<file path="src/rtl/pcr_regs.vh">
// Purpose: Constants of the power controller configuration register bank.
// Assumes: Included by the register bank and its serial target.
// Notes: Offsets are the serial register addresses; values are eight bits wide.
`ifndef PCR_REGS_VH
`define PCR_REGS_VH
`define PCR_TARGET_ADDR 7'h2d
`define PCR_OFF_CONV_EN 8'h01
`define PCR_OFF_AUX_VOLT 8'h10
`define PCR_OFF_CH1_VOLT 8'h11
`define PCR_OFF_CH2_VOLT 8'h12
`define PCR_OFF_CH3_VOLT 8'h13
`define PCR_OFF_CH4_VOLT 8'h14
`define PCR_OFF_GROUP 8'h15
`define PCR_OFF_AUX_EN 8'h16
`define PCR_OFF_GOOD1 8'h17
`define PCR_OFF_GOOD2 8'h18
`define PCR_OFF_FAULT 8'h19
`define PCR_OFF_HEALTH 8'h1a
`define PCR_OFF_TEMP 8'h1b
`define PCR_OFF_AIN0 8'h1c
`define PCR_OFF_AIN1 8'h1d
`define PCR_RST_CONV_EN 8'h01
`define PCR_RST_AUX_VOLT 8'ha5
`define PCR_RST_ZERO 8'h00
`define PCR_RST_FAULT 8'h20
`define PCR_MASK_CONV_EN 8'h01
`define PCR_MASK_AUX_EN 8'hdf
`define PCR_MASK_GOOD1 8'hdf
`define PCR_MASK_GOOD2 8'h1f
`define PCR_MASK_FAULT 8'hef
`define PCR_SWITCHING_RATE_CODE_LSB 0
`define PCR_SWITCHING_RATE_CODE_MSB 3
`define PCR_DISCHARGE_BIT 5
`define PCR_SOFTOFF_BIT 6
`define PCR_FAULTSEL_BIT 7
`define PCR_HOLD_US 2200
`define PCR_CLK_MHZ 200
`define PCR_HOLD_CYCLES (`PCR_HOLD_US * `PCR_CLK_MHZ)
`endif

</file>
<file path="src/rtl/pcr_i2c_target.v">
// Purpose: Serial target front end; turns bus frames into register reads and writes.
// Assumes: Scl and sda are already synchronised to mclk by the caller.
// Notes: Never holds scl low; a refused byte is answered with a missing acknowledge.
`timescale 1ns/1ps
`include "pcr_regs.vh"
module pcr_i2c_target (
    input wire mclk,
    input wire resetn,
    input wire scl_s,
    input wire sda_s,
    output reg sda_oe_q,
    output reg [7:0] wr_addr_q,
    output reg [7:0] wr_data_q,
    output reg wr_stb_q,
    input wire wr_ok,
    output reg [7:0] rd_addr_q,
    input wire [7:0] rd_data
);
    // Frame phases.
    localparam ST_IDLE = 3'd0;
    localparam ST_ADDR = 3'd1;
    localparam ST_REG = 3'd2;
    localparam ST_WDAT = 3'd3;
    localparam ST_RDAT = 3'd4;
    localparam ST_RACK = 3'd5;
    localparam ST_SKIP = 3'd6;

    reg scl_q; // Previous scl level for edge detection.
    reg sda_q; // Previous sda level for start and stop detection.
    reg [2:0] st_q; // Current frame phase.
    reg [3:0] bit_q; // Bit count within a byte; 8 marks the acknowledge slot.
    reg [7:0] sh_q; // Shift register for incoming and outgoing bytes.
    reg ack_q; // Never set and never read; only cleared at reset and at a start.
    reg first_q; // High while the next read byte is still to be loaded from rd_data.
    wire scl_rise = scl_s & ~scl_q;
    wire scl_fall = ~scl_s & scl_q;
    wire start_c = scl_s & scl_q & sda_q & ~sda_s;
    wire stop_c = scl_s & scl_q & ~sda_q & sda_s;

    // Bus sequencer; data is sampled on scl rising and driven after scl falling.
    always @(posedge mclk) begin
        scl_q <= scl_s;
        sda_q <= sda_s;
        wr_stb_q <= 1'b0;
        if (!resetn) begin
            st_q <= ST_IDLE;
            bit_q <= 4'h0;
            sh_q <= 8'h00;
            ack_q <= 1'b0;
            sda_oe_q <= 1'b0;
            wr_addr_q <= 8'h00;
            wr_data_q <= 8'h00;
            rd_addr_q <= 8'h00;
            first_q <= 1'b0;
            scl_q <= 1'b1;
            sda_q <= 1'b1;
        end else if (start_c) begin
            // A start or repeated start always reopens address reception.
            st_q <= ST_ADDR;
            bit_q <= 4'h0;
            sda_oe_q <= 1'b0;
            ack_q <= 1'b0;
        end else if (stop_c) begin
            st_q <= ST_IDLE;
            sda_oe_q <= 1'b0;
        end else if (scl_rise && st_q != ST_IDLE && st_q != ST_SKIP && st_q != ST_RDAT) begin
            // While sending, the byte moves on scl falling only; a rising edge must not shift or count.
            if (bit_q == 4'h8) begin
                bit_q <= 4'h0;
                // Master nak after a read byte ends the read.
                if (st_q == ST_RACK && sda_s) begin
                    st_q <= ST_SKIP;
                end else if (st_q == ST_RACK) begin
                    st_q <= ST_RDAT;
                end
            end else begin
                sh_q <= {sh_q[6:0], sda_s};
                bit_q <= bit_q + 4'h1;
            end
        end else if (scl_fall) begin
            sda_oe_q <= 1'b0;
            if (bit_q == 4'h8 && st_q == ST_ADDR) begin
                // Only the fixed target address is acknowledged.
                if (sh_q[7:1] == `PCR_TARGET_ADDR) begin
                    sda_oe_q <= 1'b1;
                    st_q <= sh_q[0] ? ST_RDAT : ST_REG;
                    // A read counts from zero now, since its acknowledge rise is not seen while sending.
                    bit_q <= sh_q[0] ? 4'h0 : 4'h8;
                    first_q <= 1'b1;
                end else begin
                    st_q <= ST_SKIP;
                end
            end else if (bit_q == 4'h8 && st_q == ST_REG) begin
                // Register pointer byte.
                sda_oe_q <= 1'b1;
                rd_addr_q <= sh_q;
                wr_addr_q <= sh_q;
                st_q <= ST_WDAT;
            end else if (bit_q == 4'h8 && st_q == ST_WDAT) begin
                // Data byte; refused writes get no acknowledge, never a held clock.
                sda_oe_q <= wr_ok;
                wr_data_q <= sh_q;
                wr_stb_q <= wr_ok;
                wr_addr_q <= rd_addr_q;
                rd_addr_q <= rd_addr_q + 8'h01;
                if (!wr_ok) begin
                    st_q <= ST_SKIP;
                end
            end else if (st_q == ST_RDAT && bit_q == 4'h0 && first_q) begin
                // Load the byte to send and put out its first bit.
                sh_q <= {rd_data[6:0], 1'b0};
                sda_oe_q <= ~rd_data[7];
                first_q <= 1'b0;
                bit_q <= 4'h1;
                rd_addr_q <= rd_addr_q + 8'h01;
            end else if (st_q == ST_RDAT && bit_q != 4'h0 && bit_q != 4'h8) begin
                sda_oe_q <= ~sh_q[7];
                sh_q <= {sh_q[6:0], 1'b0};
                bit_q <= bit_q + 4'h1;
            end else if (st_q == ST_RDAT && bit_q == 4'h8) begin
                // Release sda for the master acknowledge.
                st_q <= ST_RACK;
                first_q <= 1'b1;
            end
        end
        if (!resetn) begin
            wr_stb_q <= 1'b0;
        end
    end
endmodule

</file>
<file path="src/rtl/pcr_bank.v">
// Operation
// Answer only target address 2d hex.
// Runtime registers writable live, no commit.
// Group register holds four two-bit fields.
// Aux group bits 7:6, enables 4:0.
// Trigger assign, two power-good routing sets.
// Fault select, soft-off, discharge, rate code.
// Fault register resets to 20 hex.
// Host keeps rate code fixed while running.
// Refuse by missing acknowledge, never stretching.
// Refuse voltage rewrite within 2.2 ms.
// Unused bits ignore writes, read zero.
//
// Purpose: Configuration and status register bank of a multi-output power controller.
// Assumes: Serial pins arrive asynchronously; status inputs come from mclk logic.
// Notes: Every control output is taken straight from its register.
`timescale 1ns/1ps
`include "pcr_regs.vh"
module pcr_bank #(
    parameter HOLD_CYCLES = `PCR_HOLD_CYCLES
) (
    input wire mclk,
    input wire resetn,
    input wire scl_in,
    input wire sda_in,
    output wire sda_out,
    output wire sda_oe,
    input wire [7:0] health_status,
    input wire [7:0] die_temp,
    input wire [7:0] ain0_result,
    input wire [7:0] ain1_result,
    output reg converter_on_q,
    output reg [7:0] aux_voltage_q,
    output reg [7:0] channel1_voltage_q,
    output reg [7:0] channel2_voltage_q,
    output reg [7:0] channel3_voltage_q,
    output reg [7:0] channel4_voltage_q,
    output reg [7:0] group_select_q,
    output reg [7:0] aux_group_on_q,
    output reg [7:0] good_pin_one_route_q,
    output reg [7:0] good_pin_two_route_q,
    output reg [7:0] fault_rate_q
);
    reg [1:0] scl_sync_q; // Two-stage synchroniser for scl.
    reg [1:0] sda_sync_q; // Two-stage synchroniser for sda.
    wire sda_oe_w; // Acknowledge or zero bit drive from the target.
    wire [7:0] wr_addr; // Register written this cycle.
    wire [7:0] wr_data; // Byte written this cycle.
    wire wr_stb; // One-cycle write strobe.
    wire [7:0] rd_addr; // Register being read.
    reg [7:0] rd_data; // Read mux output.
    reg wr_ok; // Low when the pending write must be refused.
    reg [23:0] hold_q [0:4]; // Per voltage register hold-off counters.

    // Open-drain pin: only ever pulled low.
    assign sda_out = 1'b0;
    assign sda_oe = sda_oe_w;

    // Pins cross into mclk through two flip-flops.
    always @(posedge mclk) begin
        if (!resetn) begin
            scl_sync_q <= 2'b11;
            sda_sync_q <= 2'b11;
        end else begin
            scl_sync_q <= {scl_sync_q[0], scl_in};
            sda_sync_q <= {sda_sync_q[0], sda_in};
        end
    end

    pcr_i2c_target u_target (
        .mclk(mclk),
        .resetn(resetn),
        .scl_s(scl_sync_q[1]),
        .sda_s(sda_sync_q[1]),
        .sda_oe_q(sda_oe_w),
        .wr_addr_q(wr_addr),
        .wr_data_q(wr_data),
        .wr_stb_q(wr_stb),
        .wr_ok(wr_ok),
        .rd_addr_q(rd_addr),
        .rd_data(rd_data)
    );

    // Index of a voltage register, or 7 when the offset is not one.
    function [2:0] volt_index;
        input [7:0] a;
        begin
            if (a >= `PCR_OFF_AUX_VOLT && a <= `PCR_OFF_CH4_VOLT) begin
                volt_index = a[2:0];
            end else begin
                volt_index = 3'd7;
            end
        end
    endfunction

    // Refusal check for the byte being acknowledged; the pointer has not advanced yet.
    always @* begin
        wr_ok = 1'b1;
        if (volt_index(rd_addr) != 3'd7) begin
            wr_ok = (hold_q[volt_index(rd_addr)] == 24'h000000);
        end
    end

    // Each voltage register starts its own 2.2 ms window when written.
    genvar gi;
    generate
        for (gi = 0; gi < 5; gi = gi + 1) begin : g_hold
            always @(posedge mclk) begin
                if (!resetn) begin
                    hold_q[gi] <= 24'h000000;
                end else if (wr_stb && volt_index(wr_addr) == gi) begin
                    hold_q[gi] <= HOLD_CYCLES[23:0];
                end else if (hold_q[gi] != 24'h000000) begin
                    hold_q[gi] <= hold_q[gi] - 24'h000001;
                end
            end
        end
    endgenerate

    // Register writes take effect at once; unused bits are masked off.
    always @(posedge mclk) begin
        if (!resetn) begin
            converter_on_q <= 1'b1;
            aux_voltage_q <= `PCR_RST_AUX_VOLT;
            channel1_voltage_q <= `PCR_RST_ZERO;
            channel2_voltage_q <= `PCR_RST_ZERO;
            channel3_voltage_q <= `PCR_RST_ZERO;
            channel4_voltage_q <= `PCR_RST_ZERO;
            group_select_q <= `PCR_RST_ZERO;
            aux_group_on_q <= `PCR_RST_ZERO;
            good_pin_one_route_q <= `PCR_RST_ZERO;
            good_pin_two_route_q <= `PCR_RST_ZERO;
            fault_rate_q <= `PCR_RST_FAULT;
        end else if (wr_stb) begin
            // The rate code is stored whenever written; keeping it still while running is the host's duty.
            case (wr_addr)
                `PCR_OFF_CONV_EN: converter_on_q <= wr_data[0];
                `PCR_OFF_AUX_VOLT: aux_voltage_q <= wr_data;
                `PCR_OFF_CH1_VOLT: channel1_voltage_q <= wr_data;
                `PCR_OFF_CH2_VOLT: channel2_voltage_q <= wr_data;
                `PCR_OFF_CH3_VOLT: channel3_voltage_q <= wr_data;
                `PCR_OFF_CH4_VOLT: channel4_voltage_q <= wr_data;
                `PCR_OFF_GROUP: group_select_q <= wr_data;
                `PCR_OFF_AUX_EN: aux_group_on_q <= wr_data & `PCR_MASK_AUX_EN;
                `PCR_OFF_GOOD1: good_pin_one_route_q <= wr_data & `PCR_MASK_GOOD1;
                `PCR_OFF_GOOD2: good_pin_two_route_q <= wr_data & `PCR_MASK_GOOD2;
                `PCR_OFF_FAULT: fault_rate_q <= wr_data & `PCR_MASK_FAULT;
                default: begin
                    // Read-only and unmapped offsets ignore writes.
                end
            endcase
        end
    end

    // Read mux; unmapped offsets read zero.
    always @* begin
        case (rd_addr)
            `PCR_OFF_CONV_EN: rd_data = {7'h00, converter_on_q};
            `PCR_OFF_AUX_VOLT: rd_data = aux_voltage_q;
            `PCR_OFF_CH1_VOLT: rd_data = channel1_voltage_q;
            `PCR_OFF_CH2_VOLT: rd_data = channel2_voltage_q;
            `PCR_OFF_CH3_VOLT: rd_data = channel3_voltage_q;
            `PCR_OFF_CH4_VOLT: rd_data = channel4_voltage_q;
            `PCR_OFF_GROUP: rd_data = group_select_q;
            `PCR_OFF_AUX_EN: rd_data = aux_group_on_q;
            `PCR_OFF_GOOD1: rd_data = good_pin_one_route_q;
            `PCR_OFF_GOOD2: rd_data = good_pin_two_route_q;
            `PCR_OFF_FAULT: rd_data = fault_rate_q;
            `PCR_OFF_HEALTH: rd_data = health_status;
            `PCR_OFF_TEMP: rd_data = die_temp;
            `PCR_OFF_AIN0: rd_data = ain0_result;
            `PCR_OFF_AIN1: rd_data = ain1_result;
            default: rd_data = 8'h00;
        endcase
    end
endmodule

</file>
<file path="config.mk">
export PLATFORM = sky130hd
export DESIGN_NAME = pcr_bank
export DESIGN_NICKNAME = d
export VERILOG_FILES = /design/src/rtl/pcr_i2c_target.v /design/src/rtl/pcr_bank.v
export VERILOG_INCLUDE_DIRS = /design/src /design/src/rtl
export SDC_FILE = /design/constraint.sdc
export NUM_CORES = 1
export LEC_CHECK = 0
export BUFFER_PORTS_ARGS = -buffer_cell sky130_fd_sc_hd__buf_2
export CAP_MARGIN = 15
export CORE_UTILIZATION = 40
export CTS_CLUSTER_DIAMETER = 60
export DETAILED_ROUTE_END_ITERATION = 16
export HOLD_SLACK_MARGIN = 0.08
export PLACE_DENSITY = 0.69
export SLEW_MARGIN = 20
export SYNTH_ARGS = -nofsm -noshare
export SYNTH_HDL_FRONTEND = slang
export SYNTH_SLANG_ARGS = --single-unit
</file>
<file path="constraint.sdc">
create_clock -name mclk -period 4 [get_ports mclk]
set_input_delay 0.2 -clock mclk [delete_from_list [all_inputs] [get_ports mclk]]
set_output_delay 0.2 -clock mclk [all_outputs]
set_load 0.005 [all_outputs]
</file>
==> impl_metrics.env <==
export IMPL_fin_crit_ns=3.30
export IMPL_cts_hold_buf=2
export IMPL_worst_ep_arrival_time_ns=3.54
export IMPL_tritoncts="built"
export IMPL_start_kind="register"
export IMPL_initial_core_util_pct=40.7
export IMPL_post_cts_setup_buffers=0
export IMPL_die_y_um=181
export IMPL_yosysUniqueCellTypes=81
export IMPL_synth_edff_count=120
export IMPL_portBuffers=111
export IMPL_n_fill_cell=2861
export IMPL_vias=10900
export IMPL_async_reset_ff_share_pct=0
export IMPL_status="finished clean"
export IMPL_required_ns=4.25
export IMPL_drcViolationCount=0
export IMPL_drt_first_pass_iters=5
export IMPL_clk_pin_slew_ns=0.06
export IMPL_cpPeakStageDelay_ns=0.66
export IMPL_wire_per_inst_um=18.0
export IMPL_seq_area_um2=6070
export IMPL_htree_levels=1
export IMPL_drt_total_wl_mm=33.9
export IMPL_n_antenna_cell=0
export IMPL_period_share_pct=82.4
export IMPL_first_iter_violations=909
export IMPL_power_density_nw_per_um2=545
export IMPL_post_place_cells=1832
export IMPL_cp_cell_sequence="inv_1 -> ha_1 -> or4b_1 -> nor2_1 -> nand4_1 -> nor3b_1 -> or3_1 -> o21ai_0"
export IMPL_synthFlopType="dfxtp_1"
export IMPL_clockBufferDepth=3
export IMPL_die_w_um=181
export IMPL_fin_nets=1508
export IMPL_drtAntennaViolNets=0
export IMPL_final_hold_violation_count=0
export IMPL_vias_per_cell=5.77
export IMPL_holdWs_ns=0.147
export IMPL_drive_gt1_share_pct=14.6
export IMPL_setup_violations_final=0
export IMPL_dpl_hpwl_mm=23.4
export IMPL_cp_end_kind="register"
export IMPL_ys_warn_count=0
export IMPL_syn2layout_area_growth_pct=14.7
export IMPL_multiInputGateArea_um2=6330
export IMPL_io_pins=119
export IMPL_grt_pass1_vias=10300
export IMPL_cts_num_sinks=243
export IMPL_synth_avg_cell_area_um2=9.40
export IMPL_ctsResizeCount=0
export IMPL_track_usage_pct=20.3
export IMPL_maxCapViolCount=0
export IMPL_ys_ff_latch=243
export IMPL_core_area_um2=31600
export IMPL_overflow=0
export IMPL_skew_ns=0.0221
export IMPL_syn_inst=1369
export IMPL_grt_setup_unrepaired="no"
export IMPL_crit_path_start="hold_q[0][0]$_SDFFCE_PN0P_"
export IMPL_power_leakage_nw=5.65
export IMPL_worstHoldStart="health_status[5]"
export IMPL_worst_pin_slew_ns=1.09
export IMPL_max_slew_margin_pct=27.2
export IMPL_place_congestion=0.903
export IMPL_num_rows=65
export IMPL_crit_slowest_cell="or3_1"
export IMPL_seq_area_frac_synth_pct=47.2
export IMPL_clock_latency_ns=0.54
export IMPL_clock_fmax_mhz=303
export IMPL_ir_drop_uv=458
export IMPL_cp_max_fo=24
export IMPL_r2r_start="hold_q[0][0]$_SDFFCE_PN0P_"
export IMPL_grt_pass1_wl_mm=54.4
export IMPL_grt_max_degree=53
export IMPL_maxSlewViolCount=0
export IMPL_fp_dieArea_um2=32900
export IMPL_instances_no_fill=1884
export IMPL_cts_root_buf="clkbuf_16"
export IMPL_critPathKind="reg -> reg"
export IMPL_fin_setup_tns_ns=0
export IMPL_cts_inserted_buffers=27
export IMPL_grt_antenna_before_repair=0
export IMPL_hold_path_class="in -> reg"
export IMPL_syn_area_um2=12900
-- critical path, delay by kind of cell (launching register included) --
family | cells | cell delay [ns]
buffers and inverters | 1 | 0.08
AOI/OAI and AO/OA | 1 | 0.20
DFF | 1 | 0.42
and+or+nand+nor | 5 | 2.09
adders and majority gates | 1 | 0.20
-- per-layer routing --
metal	wire length [um]	GRT usage [%]	share of wire [%]
met1	14900	27.7	44
met2	15300	32.5	45
met3	2800	3.39	8.3
met4	956	7.02	2.8
met5	0	0	0
-- cells in the final DEF (no fill, tap or decap), types with 7 or more instances in the layout --
cell       instances
nand3_1           63
a31oi_1           18
mux2i_1           73
a21oi_1           58
nor2_1           196
nand2b_1          20
nand4_1           15
o21ai_1           40
dfxtp_1          123
xnor2_1           55
nor3_1            38
a22oi_1           11
a211oi_1           8
nand3b_1          13
conb_1             7
nand2_1          119
nor2b_1            7
nor3b_1            8
and2_1             8
inv_1             23
o21ai_0           23
a32oi_1           14
ha_1              11
or3_1             22
nor4_1            33
clkbuf_16         27
xor2_1            42
buf_2            111
or4_1             13
buf_4             30
edfxtp_1         120
-- state kept, by name (all words and copies together), names as in the netlist, 2 cells and up --
register / flops
aux_voltage_q: 8
aux_group_on_q: 7
good_pin_one_route_q: 7
channel2_voltage_q: 8
u_target.wr_data_q: 8
group_select_q: 8
channel3_voltage_q: 8
scl_sync_q: 2
u_target.bit_q: 4
sda_sync_q: 2
u_target.st_q: 3
channel1_voltage_q: 8
good_pin_two_route_q: 5
fault_rate_q: 7
u_target.wr_addr_q: 8
hold_q: 120
u_target.rd_addr_q: 8
channel4_voltage_q: 8
u_target.sh_q: 8
-- power by group --
group | switching, W | internal, W | total (W) | leakage [nW]
clock | 0.00106 | 0.00161 | 0.00268 | 0.471
sequential | 0.000345 | 0.00310 | 0.00345 | 2.42
combinational | 0.00110 | 0.000824 | 0.00192 | 2.76
-- synthesized netlist by cell type, types with 24 or more instances --
| cell type | n | share of area, % |
|---|---|---|
| nor2_1 | 196 | 5.7 |
| dfxtp_1 | 123 | 19 |
| edfxtp_1 | 120 | 28 |
| nand2_1 | 119 | 3.5 |
| mux2i_1 | 73 | 5.7 |
| nand3_1 | 63 | 2.5 |
| a21oi_1 | 58 | 2.3 |
| clkbuf_1 | 58 | 1.7 |
| xnor2_1 | 55 | 3.7 |
| xor2_1 | 42 | 2.9 |
| nor3_1 | 40 | 1.6 |
| o21ai_1 | 40 | 1.6 |
| nor4_1 | 33 | 1.6 |
| inv_1 | 24 | 0.70 |
-- cell type report --
type	count	share of cell area [%]
multi-input cells	1022	42.9
flip-flops and latches	243	41.1
repair buffers	143	5.43
clock buffers	31	4.82
well taps	402	3.41
clock inverters	19	1.71
inverters	24	0.611
-- path summary, 6_finish.rpt --
path                                        end  cells past startpoint  slack, ns
setup / recovery        hold_q[0][10]$_DFFE_PP_                      8       0.70
hold / removal    u_target.sh_q[6]$_SDFFE_PN0P_                      5       0.15
setup reg to reg        hold_q[0][10]$_DFFE_PP_                      8       0.70
hold reg to reg        scl_sync_q[1]$_SDFF_PN1_                      1       0.41
-- cell families (layout without fill, tap and decap cells) --
logic type | after synthesis | count (layout) | share of synthesized area, %
AO/OA/AOI/OAI | 237 | 237 | 12.1
adder cells (fa/ha/maj) | 11 | 11 | 1.07
other | 1 | 7 | 0.0292
buffers and inverters | 110 | 217 | 3.93
flip-flops | 243 | 243 | 47.2
AND/OR/NAND/NOR | 589 | 589 | 22.5
XOR/XNOR | 97 | 97 | 6.61
multiplexers | 81 | 81 | 6.64
-- through the flow --
| stage | total power [W] | instance area (um2) | util (%) | setup slack [ns] |
|---|---|---|---|---|
| final | 0.00805 | 14800 | 46.6 | 0.703 |
| after global routing | 0.00851 | 14800 | 46.6 | 0.401 |
| after CTS | 0.00809 | 14800 | 46.6 | 0.664 |
| after detailed placement | 0.00541 | 13800 | 43.5 | 0.674 |
| after global placement | 0.00535 | 13800 | 43.5 | 0.876 |
| after floorplan | 0.00498 | 12900 | - | 1.04 |
(Power assumes the default switching activity.)
